==> src/common/pss_pkg.sv <==
// Package for the position step sequencer: register offsets, field layout,
// reset values and timing counts.
// Assumes a 40 MHz clock and a plain strobe register port.
`default_nettype none
package pss_pkg;
   // ------------------------------------------------------------
   // Register offsets (word index on the plain port)
   // ------------------------------------------------------------
   localparam logic [3:0] OFF_GROUP_TYPE = 4'h0;
   localparam logic [3:0] OFF_POS_LOW = 4'h1;
   localparam logic [3:0] OFF_POS_HIGH = 4'h2;
   localparam logic [3:0] OFF_SPEED = 4'h3;
   localparam logic [3:0] OFF_STEP_PROP = 4'h4;
   localparam logic [3:0] OFF_COND1_VAL = 4'h5;
   localparam logic [3:0] OFF_COND2_VAL = 4'h6;
   localparam logic [3:0] OFF_CONTROL = 4'h7;
   localparam logic [3:0] OFF_STATUS = 4'h8;
   localparam logic [3:0] OFF_TARGET_LO = 4'h9;
   localparam logic [3:0] OFF_TARGET_HI = 4'ha;
   // ------------------------------------------------------------
   // Limits and reset values
   // ------------------------------------------------------------
   localparam logic signed [15:0] POS_PART_MAX = 16'sd9999;
   localparam logic signed [15:0] POS_PART_MIN = -16'sd9999;
   localparam logic signed [31:0] POS_HIGH_WEIGHT = 32'sd10000;
   localparam logic [15:0] SPEED_MAX = 16'h1770;
   localparam logic [15:0] SPEED_RESET = 16'h0064;
   localparam logic [15:0] PROP_RESET = 16'h0000;
   localparam logic [15:0] ZERO16 = 16'h0000;
   // ------------------------------------------------------------
   // Step property digits, one nibble each: cond1, cond2, join, mode
   // ------------------------------------------------------------
   localparam int PROP_COND1_LSB = 0;
   localparam int PROP_COND2_LSB = 4;
   localparam int PROP_JOIN_LSB = 8;
   localparam int PROP_MODE_LSB = 12;
   localparam logic [3:0] COND_UNCOND = 4'h0;
   localparam logic [3:0] COND_DELAY = 4'h1;
   localparam logic [3:0] COND_EDGE = 4'h2;
   localparam logic [3:0] COND_LEVEL = 4'h3;
   localparam logic [3:0] JOIN_NONE = 4'h0;
   localparam logic [3:0] JOIN_AND = 4'h1;
   localparam logic [3:0] JOIN_OR = 4'h2;
   localparam logic [1:0] GT_INVALID = 2'h0;
   localparam logic [1:0] GT_ABSOLUTE = 2'h1;
   localparam logic [1:0] GT_RELATIVE = 2'h2;
   localparam logic [15:0] EDGE_RISE = 16'h0000;
   localparam logic [15:0] EDGE_FALL = 16'h0001;
   localparam logic [15:0] EDGE_BOTH = 16'h0002;
   localparam logic [15:0] LEVEL_HIGH = 16'h0003;
   localparam logic [15:0] LEVEL_LOW = 16'h0004;
   // ------------------------------------------------------------
   // Timing: one delay unit is one millisecond
   // ------------------------------------------------------------
   localparam int CLK_HZ = 40000000;
   localparam int DELAY_UNIT_US = 1000;
   localparam int DELAY_UNIT_CYC = CLK_HZ / 1000000 * DELAY_UNIT_US;
   // Control register bits
   localparam int CTL_RESTART = 0;
   localparam int CTL_START = 1;
   localparam int CTL_MOTION_DONE = 2;
endpackage
`default_nettype wire

==> src/common/pss_cond_if.sv <==
// Interface carrying one step condition from the sequencer to its evaluator.
// Assumes both ends run on the same clock.
`default_nettype none
interface pss_cond_if;
   logic [3:0] kind;
   logic [15:0] value;
   logic arm;
   logic met;
   modport seq(output kind, output value, output arm, input met);
   modport eval(input kind, input value, input arm, output met);
endinterface
`default_nettype wire

==> src/rtl/pss_cond_eval.sv <==
// Evaluates one step condition: unconditional, delay, edge or level.
// Assumes step input is already synchronised and edges are pulses on clk.
`default_nettype none
module pss_cond_eval #(
   parameter int UNIT_CYC = pss_pkg::DELAY_UNIT_CYC
) (
   // Clock and reset
   input wire logic clk,
   input wire logic rstn,
   // Synchronised step input and its edges
   input wire logic step_lvl,
   input wire logic step_rise,
   input wire logic step_fall,
   // Condition
   pss_cond_if.eval cif
);
   logic [31:0] unit_reg, unit_next;
   logic [15:0] cnt_reg, cnt_next;
   logic met_reg, met_next;

   // ------------------------------------------------------------
   // Condition evaluation
   // ------------------------------------------------------------
   // Delay counts whole units; an edge latches until disarmed so it is not lost
   always_comb begin
      unit_next = unit_reg;
      cnt_next = cnt_reg;
      met_next = met_reg;
      if (!cif.arm) begin
         unit_next = 32'h0;
         cnt_next = 16'h0;
         met_next = 1'b0;
      end else begin
         unique case (cif.kind)
            pss_pkg::COND_UNCOND: met_next = 1'b1;
            pss_pkg::COND_DELAY: begin
               if (cnt_reg >= cif.value) begin
                  met_next = 1'b1;
               end else if (unit_reg == 32'(UNIT_CYC - 1)) begin
                  unit_next = 32'h0;
                  cnt_next = cnt_reg + 16'h1;
               end else begin
                  unit_next = unit_reg + 32'h1;
               end
            end
            pss_pkg::COND_EDGE: begin
               if ((cif.value == pss_pkg::EDGE_RISE && step_rise) ||
                   (cif.value == pss_pkg::EDGE_FALL && step_fall) ||
                   (cif.value == pss_pkg::EDGE_BOTH && (step_rise || step_fall))) begin
                  met_next = 1'b1;
               end
            end
            pss_pkg::COND_LEVEL: begin
               met_next = (cif.value == pss_pkg::LEVEL_HIGH && step_lvl) ||
                          (cif.value == pss_pkg::LEVEL_LOW && !step_lvl);
            end
            default: met_next = 1'b0;
         endcase
      end
   end

   always_ff @(posedge clk) begin
      if (!rstn) begin
         unit_reg <= 32'h0;
         cnt_reg <= 16'h0;
         met_reg <= 1'b0;
      end else begin
         unit_reg <= unit_next;
         cnt_reg <= cnt_next;
         met_reg <= met_next;
      end
   end

   assign cif.met = met_reg;

   a_uncond_met: assert property (@(posedge clk) disable iff (!rstn)
      cif.arm && $past(cif.arm) && cif.kind == pss_pkg::COND_UNCOND |=> met_reg)
      else $error("unconditional step not met");
   a_edge_rise: assert property (@(posedge clk) disable iff (!rstn)
      cif.arm && cif.kind == pss_pkg::COND_EDGE && cif.value == pss_pkg::EDGE_RISE && step_rise
      |=> met_reg)
      else $error("rising edge not caught");
   a_level_high: assert property (@(posedge clk) disable iff (!rstn)
      cif.arm && cif.kind == pss_pkg::COND_LEVEL && cif.value == pss_pkg::LEVEL_HIGH ##1
      cif.arm && cif.kind == pss_pkg::COND_LEVEL |-> met_reg == $past(step_lvl))
      else $error("level condition wrong");
   a_delay_early: assert property (@(posedge clk) disable iff (!rstn)
      cif.arm && cif.kind == pss_pkg::COND_DELAY && cnt_reg < cif.value |=> !met_reg)
      else $error("delay met early");
endmodule
`default_nettype wire

==> src/rtl/pss_seq_top.sv <==
// Position step sequencer for the second table entry.
// Assumes a plain strobe register port on clk and an asynchronous step pin.
// What this block does
// - Low position, signed, clamped to +-9999, resets 0
// - High position weighs 10000; target combines both parts
// - Speed 1 rpm steps, 0-6000, default 100
// - Four-digit step property, default 0000, restart-effective
// - Delay condition waits value units then advances
// - Edge condition: 0 rise, 1 fall, 2 both
// - Level condition: 3 high, 4 low
// - Group type: 0 invalid, 1 absolute, 2 relative
//
// The strobed register port and the address map were chosen for this implementation.
`default_nettype none
module pss_seq_top #(
   parameter int UNIT_CYC = pss_pkg::DELAY_UNIT_CYC
) (
   // Clock and reset
   input wire logic clk,
   input wire logic rstn,
   // Register port
   input wire logic [3:0] reg_addr,
   input wire logic [31:0] reg_wdata,
   input wire logic reg_wr,
   input wire logic reg_rd,
   output logic [31:0] reg_rdata,
   // Step pin
   input wire logic position_step_input,
   // Motion handoff
   output logic entry_active,
   output logic entry_absolute,
   output logic signed [31:0] entry_target,
   output logic [15:0] entry_speed,
   output logic [3:0] entry_mode,
   output logic step_advance
);
   typedef enum logic [2:0] {
      PSS_IDLE = 3'b001,
      PSS_MOVE = 3'b010,
      PSS_WAIT = 3'b100
   } pss_state_e;

   // Shadow registers written by software; active copies loaded on restart
   logic [1:0] gt_sh_reg, gt_sh_next, gt_reg, gt_next;
   logic signed [15:0] lo_sh_reg, lo_sh_next, lo_reg, lo_next;
   logic signed [15:0] hi_sh_reg, hi_sh_next, hi_reg, hi_next;
   logic [15:0] spd_sh_reg, spd_sh_next, spd_reg, spd_next;
   logic [15:0] prop_sh_reg, prop_sh_next, prop_reg, prop_next;
   logic [15:0] v1_sh_reg, v1_sh_next, v1_reg, v1_next;
   logic [15:0] v2_sh_reg, v2_sh_next, v2_reg, v2_next;
   logic [31:0] rdata_reg, rdata_next;
   logic signed [31:0] tgt_reg, tgt_next;
   logic adv_reg, adv_next;
   logic done_reg, done_next;
   logic act_reg, act_next, abs_reg, abs_next;
   pss_state_e st_reg, st_next;
   logic [2:0] sync_reg;
   logic step_rise, step_fall;
   logic cond_ok;
   logic signed [15:0] wd16;
   pss_cond_if c1 ();
   pss_cond_if c2 ();

   // ------------------------------------------------------------
   // Step pin synchroniser
   // ------------------------------------------------------------
   // Stage 0 feeds only stage 1; edges are taken between stages 1 and 2
   always_ff @(posedge clk) begin
      if (!rstn) begin
         sync_reg <= 3'b000;
      end else begin
         sync_reg <= {sync_reg[1:0], position_step_input};
      end
   end
   assign step_rise = sync_reg[1] && !sync_reg[2];
   assign step_fall = !sync_reg[1] && sync_reg[2];

   // ------------------------------------------------------------
   // Condition evaluators
   // ------------------------------------------------------------
   pss_cond_eval #(.UNIT_CYC(UNIT_CYC)) u_c1 (
      .clk(clk), .rstn(rstn), .step_lvl(sync_reg[1]),
      .step_rise(step_rise), .step_fall(step_fall), .cif(c1));
   pss_cond_eval #(.UNIT_CYC(UNIT_CYC)) u_c2 (
      .clk(clk), .rstn(rstn), .step_lvl(sync_reg[1]),
      .step_rise(step_rise), .step_fall(step_fall), .cif(c2));

   assign c1.kind = prop_reg[pss_pkg::PROP_COND1_LSB +: 4];
   assign c2.kind = prop_reg[pss_pkg::PROP_COND2_LSB +: 4];
   assign c1.value = v1_reg;
   assign c2.value = v2_reg;
   assign c1.arm = (st_reg == PSS_WAIT);
   assign c2.arm = (st_reg == PSS_WAIT);

   // Join of the two conditions; with no join only the first counts
   always_comb begin
      unique case (prop_reg[pss_pkg::PROP_JOIN_LSB +: 4])
         pss_pkg::JOIN_AND: cond_ok = c1.met && c2.met;
         pss_pkg::JOIN_OR: cond_ok = c1.met || c2.met;
         default: cond_ok = c1.met;
      endcase
   end

   // ------------------------------------------------------------
   // Register writes and restart
   // ------------------------------------------------------------
   // Writes land in shadows; nothing reaches the motion side until restart
   always_comb begin
      wd16 = reg_wdata[15:0];
      gt_sh_next = gt_sh_reg;
      lo_sh_next = lo_sh_reg;
      hi_sh_next = hi_sh_reg;
      spd_sh_next = spd_sh_reg;
      prop_sh_next = prop_sh_reg;
      v1_sh_next = v1_sh_reg;
      v2_sh_next = v2_sh_reg;
      gt_next = gt_reg;
      lo_next = lo_reg;
      hi_next = hi_reg;
      spd_next = spd_reg;
      prop_next = prop_reg;
      v1_next = v1_reg;
      v2_next = v2_reg;
      if (reg_wr) begin
         unique case (reg_addr)
            pss_pkg::OFF_GROUP_TYPE: gt_sh_next = reg_wdata[1:0];
            pss_pkg::OFF_POS_LOW: lo_sh_next = (wd16 > pss_pkg::POS_PART_MAX) ? pss_pkg::POS_PART_MAX :
               (wd16 < pss_pkg::POS_PART_MIN) ? pss_pkg::POS_PART_MIN : wd16;
            pss_pkg::OFF_POS_HIGH: hi_sh_next = (wd16 > pss_pkg::POS_PART_MAX) ? pss_pkg::POS_PART_MAX :
               (wd16 < pss_pkg::POS_PART_MIN) ? pss_pkg::POS_PART_MIN : wd16;
            pss_pkg::OFF_SPEED: spd_sh_next = (reg_wdata[15:0] > pss_pkg::SPEED_MAX) ?
               pss_pkg::SPEED_MAX : reg_wdata[15:0];
            pss_pkg::OFF_STEP_PROP: prop_sh_next = reg_wdata[15:0];
            pss_pkg::OFF_COND1_VAL: v1_sh_next = reg_wdata[15:0];
            pss_pkg::OFF_COND2_VAL: v2_sh_next = reg_wdata[15:0];
            pss_pkg::OFF_CONTROL: begin
               if (reg_wdata[pss_pkg::CTL_RESTART]) begin
                  gt_next = gt_sh_reg;
                  lo_next = lo_sh_reg;
                  hi_next = hi_sh_reg;
                  spd_next = spd_sh_reg;
                  prop_next = prop_sh_reg;
                  v1_next = v1_sh_reg;
                  v2_next = v2_sh_reg;
               end
            end
            default: ;
         endcase
      end
      abs_next = (gt_next == pss_pkg::GT_ABSOLUTE);
   end

   // Target combines the two parts; relative mode leaves the sum to the profiler
   assign tgt_next = 32'(hi_reg) * pss_pkg::POS_HIGH_WEIGHT + 32'(lo_reg);

   // ------------------------------------------------------------
   // Step sequencer
   // ------------------------------------------------------------
   // A motion done that arrives while a start is issued is kept, not dropped
   always_comb begin
      st_next = st_reg;
      adv_next = 1'b0;
      done_next = done_reg;
      if (reg_wr && reg_addr == pss_pkg::OFF_CONTROL && reg_wdata[pss_pkg::CTL_MOTION_DONE]) begin
         done_next = 1'b1;
      end
      unique case (st_reg)
         PSS_IDLE: begin
            if (reg_wr && reg_addr == pss_pkg::OFF_CONTROL && reg_wdata[pss_pkg::CTL_START] &&
                gt_reg != pss_pkg::GT_INVALID) begin
               st_next = PSS_MOVE;
               done_next = reg_wdata[pss_pkg::CTL_MOTION_DONE];
            end
         end
         PSS_MOVE: begin
            if (done_reg) begin
               st_next = PSS_WAIT;
            end
         end
         PSS_WAIT: begin
            if (cond_ok) begin
               st_next = PSS_IDLE;
               adv_next = 1'b1;
            end
         end
         default: st_next = PSS_IDLE;
      endcase
      // Registered copy so the output needs no decode after the flop
      act_next = (st_next != PSS_IDLE);
   end

   // Read mux: configuration shadows plus live state
   always_comb begin
      rdata_next = 32'h0;
      if (reg_rd) begin
         unique case (reg_addr)
            pss_pkg::OFF_GROUP_TYPE: rdata_next = {30'h0, gt_sh_reg};
            pss_pkg::OFF_POS_LOW: rdata_next = 32'(lo_sh_reg);
            pss_pkg::OFF_POS_HIGH: rdata_next = 32'(hi_sh_reg);
            pss_pkg::OFF_SPEED: rdata_next = {16'h0, spd_sh_reg};
            pss_pkg::OFF_STEP_PROP: rdata_next = {16'h0, prop_sh_reg};
            pss_pkg::OFF_COND1_VAL: rdata_next = {16'h0, v1_sh_reg};
            pss_pkg::OFF_COND2_VAL: rdata_next = {16'h0, v2_sh_reg};
            pss_pkg::OFF_STATUS: rdata_next = {25'h0, sync_reg[1], c2.met, c1.met, done_reg, st_reg};
            pss_pkg::OFF_TARGET_LO: rdata_next = {16'h0, tgt_reg[15:0]};
            pss_pkg::OFF_TARGET_HI: rdata_next = {16'h0, tgt_reg[31:16]};
            default: rdata_next = 32'h0;
         endcase
      end
   end

   always_ff @(posedge clk) begin
      if (!rstn) begin
         gt_sh_reg <= pss_pkg::GT_INVALID;
         lo_sh_reg <= pss_pkg::ZERO16;
         hi_sh_reg <= pss_pkg::ZERO16;
         spd_sh_reg <= pss_pkg::SPEED_RESET;
         prop_sh_reg <= pss_pkg::PROP_RESET;
         v1_sh_reg <= pss_pkg::ZERO16;
         v2_sh_reg <= pss_pkg::ZERO16;
         gt_reg <= pss_pkg::GT_INVALID;
         lo_reg <= pss_pkg::ZERO16;
         hi_reg <= pss_pkg::ZERO16;
         spd_reg <= pss_pkg::SPEED_RESET;
         prop_reg <= pss_pkg::PROP_RESET;
         v1_reg <= pss_pkg::ZERO16;
         v2_reg <= pss_pkg::ZERO16;
         rdata_reg <= 32'h0;
         tgt_reg <= 32'sh0;
         adv_reg <= 1'b0;
         done_reg <= 1'b0;
         st_reg <= PSS_IDLE;
         act_reg <= 1'b0;
         abs_reg <= 1'b0;
      end else begin
         gt_sh_reg <= gt_sh_next;
         lo_sh_reg <= lo_sh_next;
         hi_sh_reg <= hi_sh_next;
         spd_sh_reg <= spd_sh_next;
         prop_sh_reg <= prop_sh_next;
         v1_sh_reg <= v1_sh_next;
         v2_sh_reg <= v2_sh_next;
         gt_reg <= gt_next;
         lo_reg <= lo_next;
         hi_reg <= hi_next;
         spd_reg <= spd_next;
         prop_reg <= prop_next;
         v1_reg <= v1_next;
         v2_reg <= v2_next;
         rdata_reg <= rdata_next;
         tgt_reg <= tgt_next;
         adv_reg <= adv_next;
         done_reg <= done_next;
         st_reg <= st_next;
         act_reg <= act_next;
         abs_reg <= abs_next;
      end
   end

   // Outputs straight from flip-flops
   assign reg_rdata = rdata_reg;
   assign entry_active = act_reg;
   assign entry_absolute = abs_reg;
   assign entry_target = tgt_reg;
   assign entry_speed = spd_reg;
   assign entry_mode = prop_reg[pss_pkg::PROP_MODE_LSB +: 4];
   assign step_advance = adv_reg;

   a_low_clamped: assert property (@(posedge clk) disable iff (!rstn)
      lo_sh_reg <= pss_pkg::POS_PART_MAX && lo_sh_reg >= pss_pkg::POS_PART_MIN)
      else $error("low position out of range");
   a_target_sum: assert property (@(posedge clk) disable iff (!rstn)
      ##1 tgt_reg == $past(32'(hi_reg)) * 32'sd10000 + $past(32'(lo_reg)))
      else $error("target mismatch");
   a_speed_limit: assert property (@(posedge clk) disable iff (!rstn)
      spd_sh_reg <= 16'h1770)
      else $error("speed over limit");
   a_prop_restart: assert property (@(posedge clk) disable iff (!rstn)
      !(reg_wr && reg_addr == pss_pkg::OFF_CONTROL && reg_wdata[pss_pkg::CTL_RESTART]) |=> $stable(prop_reg))
      else $error("property changed without restart");
   a_invalid_idle: assert property (@(posedge clk) disable iff (!rstn)
      st_reg == PSS_IDLE && gt_reg == pss_pkg::GT_INVALID |=> st_reg == PSS_IDLE)
      else $error("invalid entry started");
   a_adv_pulse: assert property (@(posedge clk) disable iff (!rstn)
      st_reg == PSS_WAIT && cond_ok |=> step_advance && st_reg == PSS_IDLE ##1 !step_advance)
      else $error("advance not issued");
endmodule
`default_nettype wire

==> config.mk <==
export PLATFORM = sky130hd
export DESIGN_NAME = pss_seq_top
export DESIGN_NICKNAME = d
export VERILOG_FILES = /design/src/common/pss_pkg.sv /design/src/common/pss_cond_if.sv /design/src/rtl/pss_cond_eval.sv /design/src/rtl/pss_seq_top.sv
export SDC_FILE = /design/constraint.sdc
export NUM_CORES = 1
export LEC_CHECK = 0
export ABC_AREA = 1
export CAP_MARGIN = 20
export CELL_PAD_IN_SITES_DETAIL_PLACEMENT = 0
export CELL_PAD_IN_SITES_GLOBAL_PLACEMENT = 1
export CORE_MARGIN = 2
export CORE_UTILIZATION = 35
export CTS_BUF_LIST = sky130_fd_sc_hd__clkbuf_4
export CTS_CLUSTER_DIAMETER = 100
export DETAILED_ROUTE_END_ITERATION = 7
export DONT_BUFFER_PORTS = 1
export PLACE_DENSITY_LB_ADDON = 0.1
export SYNTH_ARGS = -nofsm -noshare
export SYNTH_HDL_FRONTEND = slang
export SYNTH_SLANG_ARGS = --single-unit
==> constraint.sdc <==
create_clock -name clk -period 14.2 [get_ports clk]
set_input_delay 0.71 -clock clk [delete_from_list [all_inputs] [get_ports clk]]
set_output_delay 0.71 -clock clk [all_outputs]
set_load 0.01 [all_outputs]
==> results.json <==
{
  "dr.pass1.iters": 7,
  "cts_resized": 0,
  "clock-sinks": 353,
  "syn-instance-count": 3265,
  "drv_slew": 0,
  "synthArstFlopShare_pct": 0,
  "cts_made_buffers": 102,
  "switchingPower_uw": 574.1,
  "hpwl_mm": 56.52,
  "pwr-share-comb_pct": 5.7,
  "drive_above_1_share_pct": 6.295,
  "relSlewSlack_pct": 28.95,
  "postSynthAreaPerCell_um2": 6.773,
  "htree_levels": 3,
  "antenna_found_initial": 3,
  "grt_usage_pct": 23.50,
  "p_clk_share_pct": 46.5,
  "layout_commonest_cell": "nand2_1",
  "io_buffer_count": 0,
  "overflow": 0,
  "crit_arrival_ns": 6.79,
  "worst-path-stages": 23,
  "syn_area_mm2": 0.02211,
  "cp_max_fo": 6,
  "start_util_pct": 35.25,
  "final-instance-count-excl-fill": 4203,
  "holdPathStages": 2,
  "gp_congestion": 0.8877,
  "setup_tns_ns": 0,
  "die_h_um": 255.4,
  "synth.top_cell.area_share_pct": 31.96,
  "crit_family": "adder cells",
  "yosys_warnings": 0,
  "worstMarginPinSlew_ns": 1.066,
  "max_clock_freq_mhz": 166.3,
  "clk_pin_slew_ns": 0.06,
  "syn-num-nets": 3503,
  "ant_nets": 0,
  "power_leakage_nw": 10.46,
  "cap_violations": 0,
  "hold_path_class": "in2reg",
  "cts_tree": "done",
  "synth.distinct_cells": 44,
  "path_buf_inv": 4,
  "synth_seq_area_share_pct": 31.96,
  "powerDensity_mw_per_mm2": 87.27,
  "grt_max_degree": 152,
  "yosysTopAreaCell": "dfxtp_1",
  "cts_buffer_depth": 3,
  "endpoint_kind": "flop",
  "critical_path.startpoint_type": "flop",
  "grt_pass1_wl_mm": 120.7,
  "dieArea_mm2": 0.06521,
  "routed_via_density": 5.070,
  "synth_edf_count": 0,
  "grt_pass1_vias": 20630,
  "finalHoldViolations": 0,
  "wl_per_cell_um": 18.49,
  "worstSetupPathType": "reg2reg",
  "yosys_register_bits": 353,
  "finalCriticalPeriod_ns": 6.013,
  "setup_viol": 0,
  "vias": 21310,
  "layout_common_cells": "nand2_1 (771), inv_1 (429), dfxtp_1 (352)",
  "grt_setup_unrepaired": "false",
  "synthFlopType": "dfxtp_1",
  "io_pins": 128,
  "internal-power_mw": 1.543,
  "nNetsFinal": 3513,
  "dpl.cell_count": 3992,
  "clk_latency_ns": 0.90,
  "switching_share_pct": 27.12,
  "drcViolationCount": 0,
  "hold-worst-slack_ns": 0.06602,
  "cts-root-buf": "clkbuf_4",
  "yosys-top-cells-area": "dfxtp_1 (32%), nand2_1 (13%), ha_1 (8.5%)",
  "cp_slowest_stage_delay_ns": 0.56,
  "status": "complete, no violations",
  "ir_worst_vdd_mv": 0.08189,
  "core_area_mm2": 0.06274,
  "cp.required_ns": 14.97,
  "rows": 92,
  "dieWidth_um": 255.4,
  "seq_power_share_pct": 47.8,
  "clock-skew-final_ns": 0.08051,
  "path_cells": "ha_1 > ha_1 > inv_1 > fa_1 > inv_1 > fa_1 > inv_1 > fa_1 > inv_1 > ha_1 > a21oi_1 > a21boi_0 > o21ai_0 > xor2_1 > ha_1 > nand2_1 > nor2_1 > nor3b_1 > nand3_1 > nand3_1 > nand2_1 > nand2_1 > nor2_1",
  "slowest_stage": "dfxtp_1",
  "drtIter0Drc": 1425,
  "syn2layout_area_growth_pct": 9.693,
  "min_period_over_period_pct": 42.35,
  "wirelength_mm": 77.73,
  "r2r_cells": 23
}
==> path summary, 6_finish.rpt <==
path / end / startpoint / slack (ns)
worst min register to register: entry_target[2] / lo_reg[2] / 0.42
worst max register to register: entry_target[26] / hi_reg[4] / 8.19
worst max-delay path: entry_target[26] / hi_reg[4] / 8.19
worst min-delay path: v2_sh_reg[11] / reg_wdata[11] / 0.07
==> through the flow <==
step / cell area [um2] / worst slack [ns] / util, % / power (mW)
after floorplan: 22110 / 9.172 / - / 1.107
after global placement: 22670 / 8.239 / 36.13 / 1.134
after detailed placement: 22670 / 8.246 / 36.13 / 1.135
after CTS: 24230 / 8.224 / 38.63 / 2.151
after global routing: 24260 / 7.821 / 38.66 / 2.223
final: 24260 / 8.187 / 38.66 / 2.117
==> repair_timing <==
action,CTS,global route
hold buffers,24,1
setup endpoints to repair,0,0
endpoints found under the hold margin,178,1
buffers inserted,0,0
==> power groups by stage <==
stage / clock network [mW] / registers, mW / logic [mW]
global route: 1.08 / 1.01 / 0.134
detailed placement: 0 / 1.03 / 0.101
floorplan: 0 / 1.03 / 0.0777
CTS: 1.02 / 1.01 / 0.121
global placement: 0 / 1.03 / 0.100
finish: 0.984 / 1.01 / 0.121
==> cells by family (layout without fill, tap and decap cells) <==
| kind of cell | count (synthesis) | in the layout | share of synthesized area [%] |
|---|---|---|---|
| XOR/XNOR | 67 | 67 | 2.654 |
| adder cells (fa/ha/maj) | 197 | 197 | 12.71 |
| flip-flops | 353 | 353 | 31.96 |
| AO/OA/AOI/OAI | 614 | 614 | 14.58 |
| AND/OR/NAND/NOR | 1458 | 1458 | 27.76 |
| other | 0 | 5 | 0 |
| buffers and inverters | 576 | 663 | 10.34 |
==> cell type report <==
class	instances	area [um2]
multi-input cells	2336	12780
clock buffers	145	1089
inverters	444	1667
repair buffers	38	365.4
flip-flops and latches	353	7068
diodes	5	12.51
clock inverters	36	220.2
well taps	846	1059
fillers	6859	38480
==> synth_stat cells (9+ instances only) <==
library cell	number
nand2_1	772
inv_1	429
dfxtp_1	353
a21oi_1	351
nor2_1	317
nand3_1	205
o21ai_0	190
ha_1	151
nand4_1	88
clkbuf_1	73
fa_1	46
nor3_1	40
xor2_1	40
buf_2	37
xnor2_1	27
o22ai_1	20
buf_4	19
inv_2	15
o211ai_1	11
o21a_1	9
o21ai_1	9
==> routing by layer <==
metal	GRT usage (%)	vias to the layer above	wire, um
met5	0	-	13
met4	8.023	2	2542
met3	4.474	137	3944
met2	37.98	524	35630
met1	31.33	9946	35600
li1	-	10700	-
Note: power is estimated with default switching activity, not from simulation.
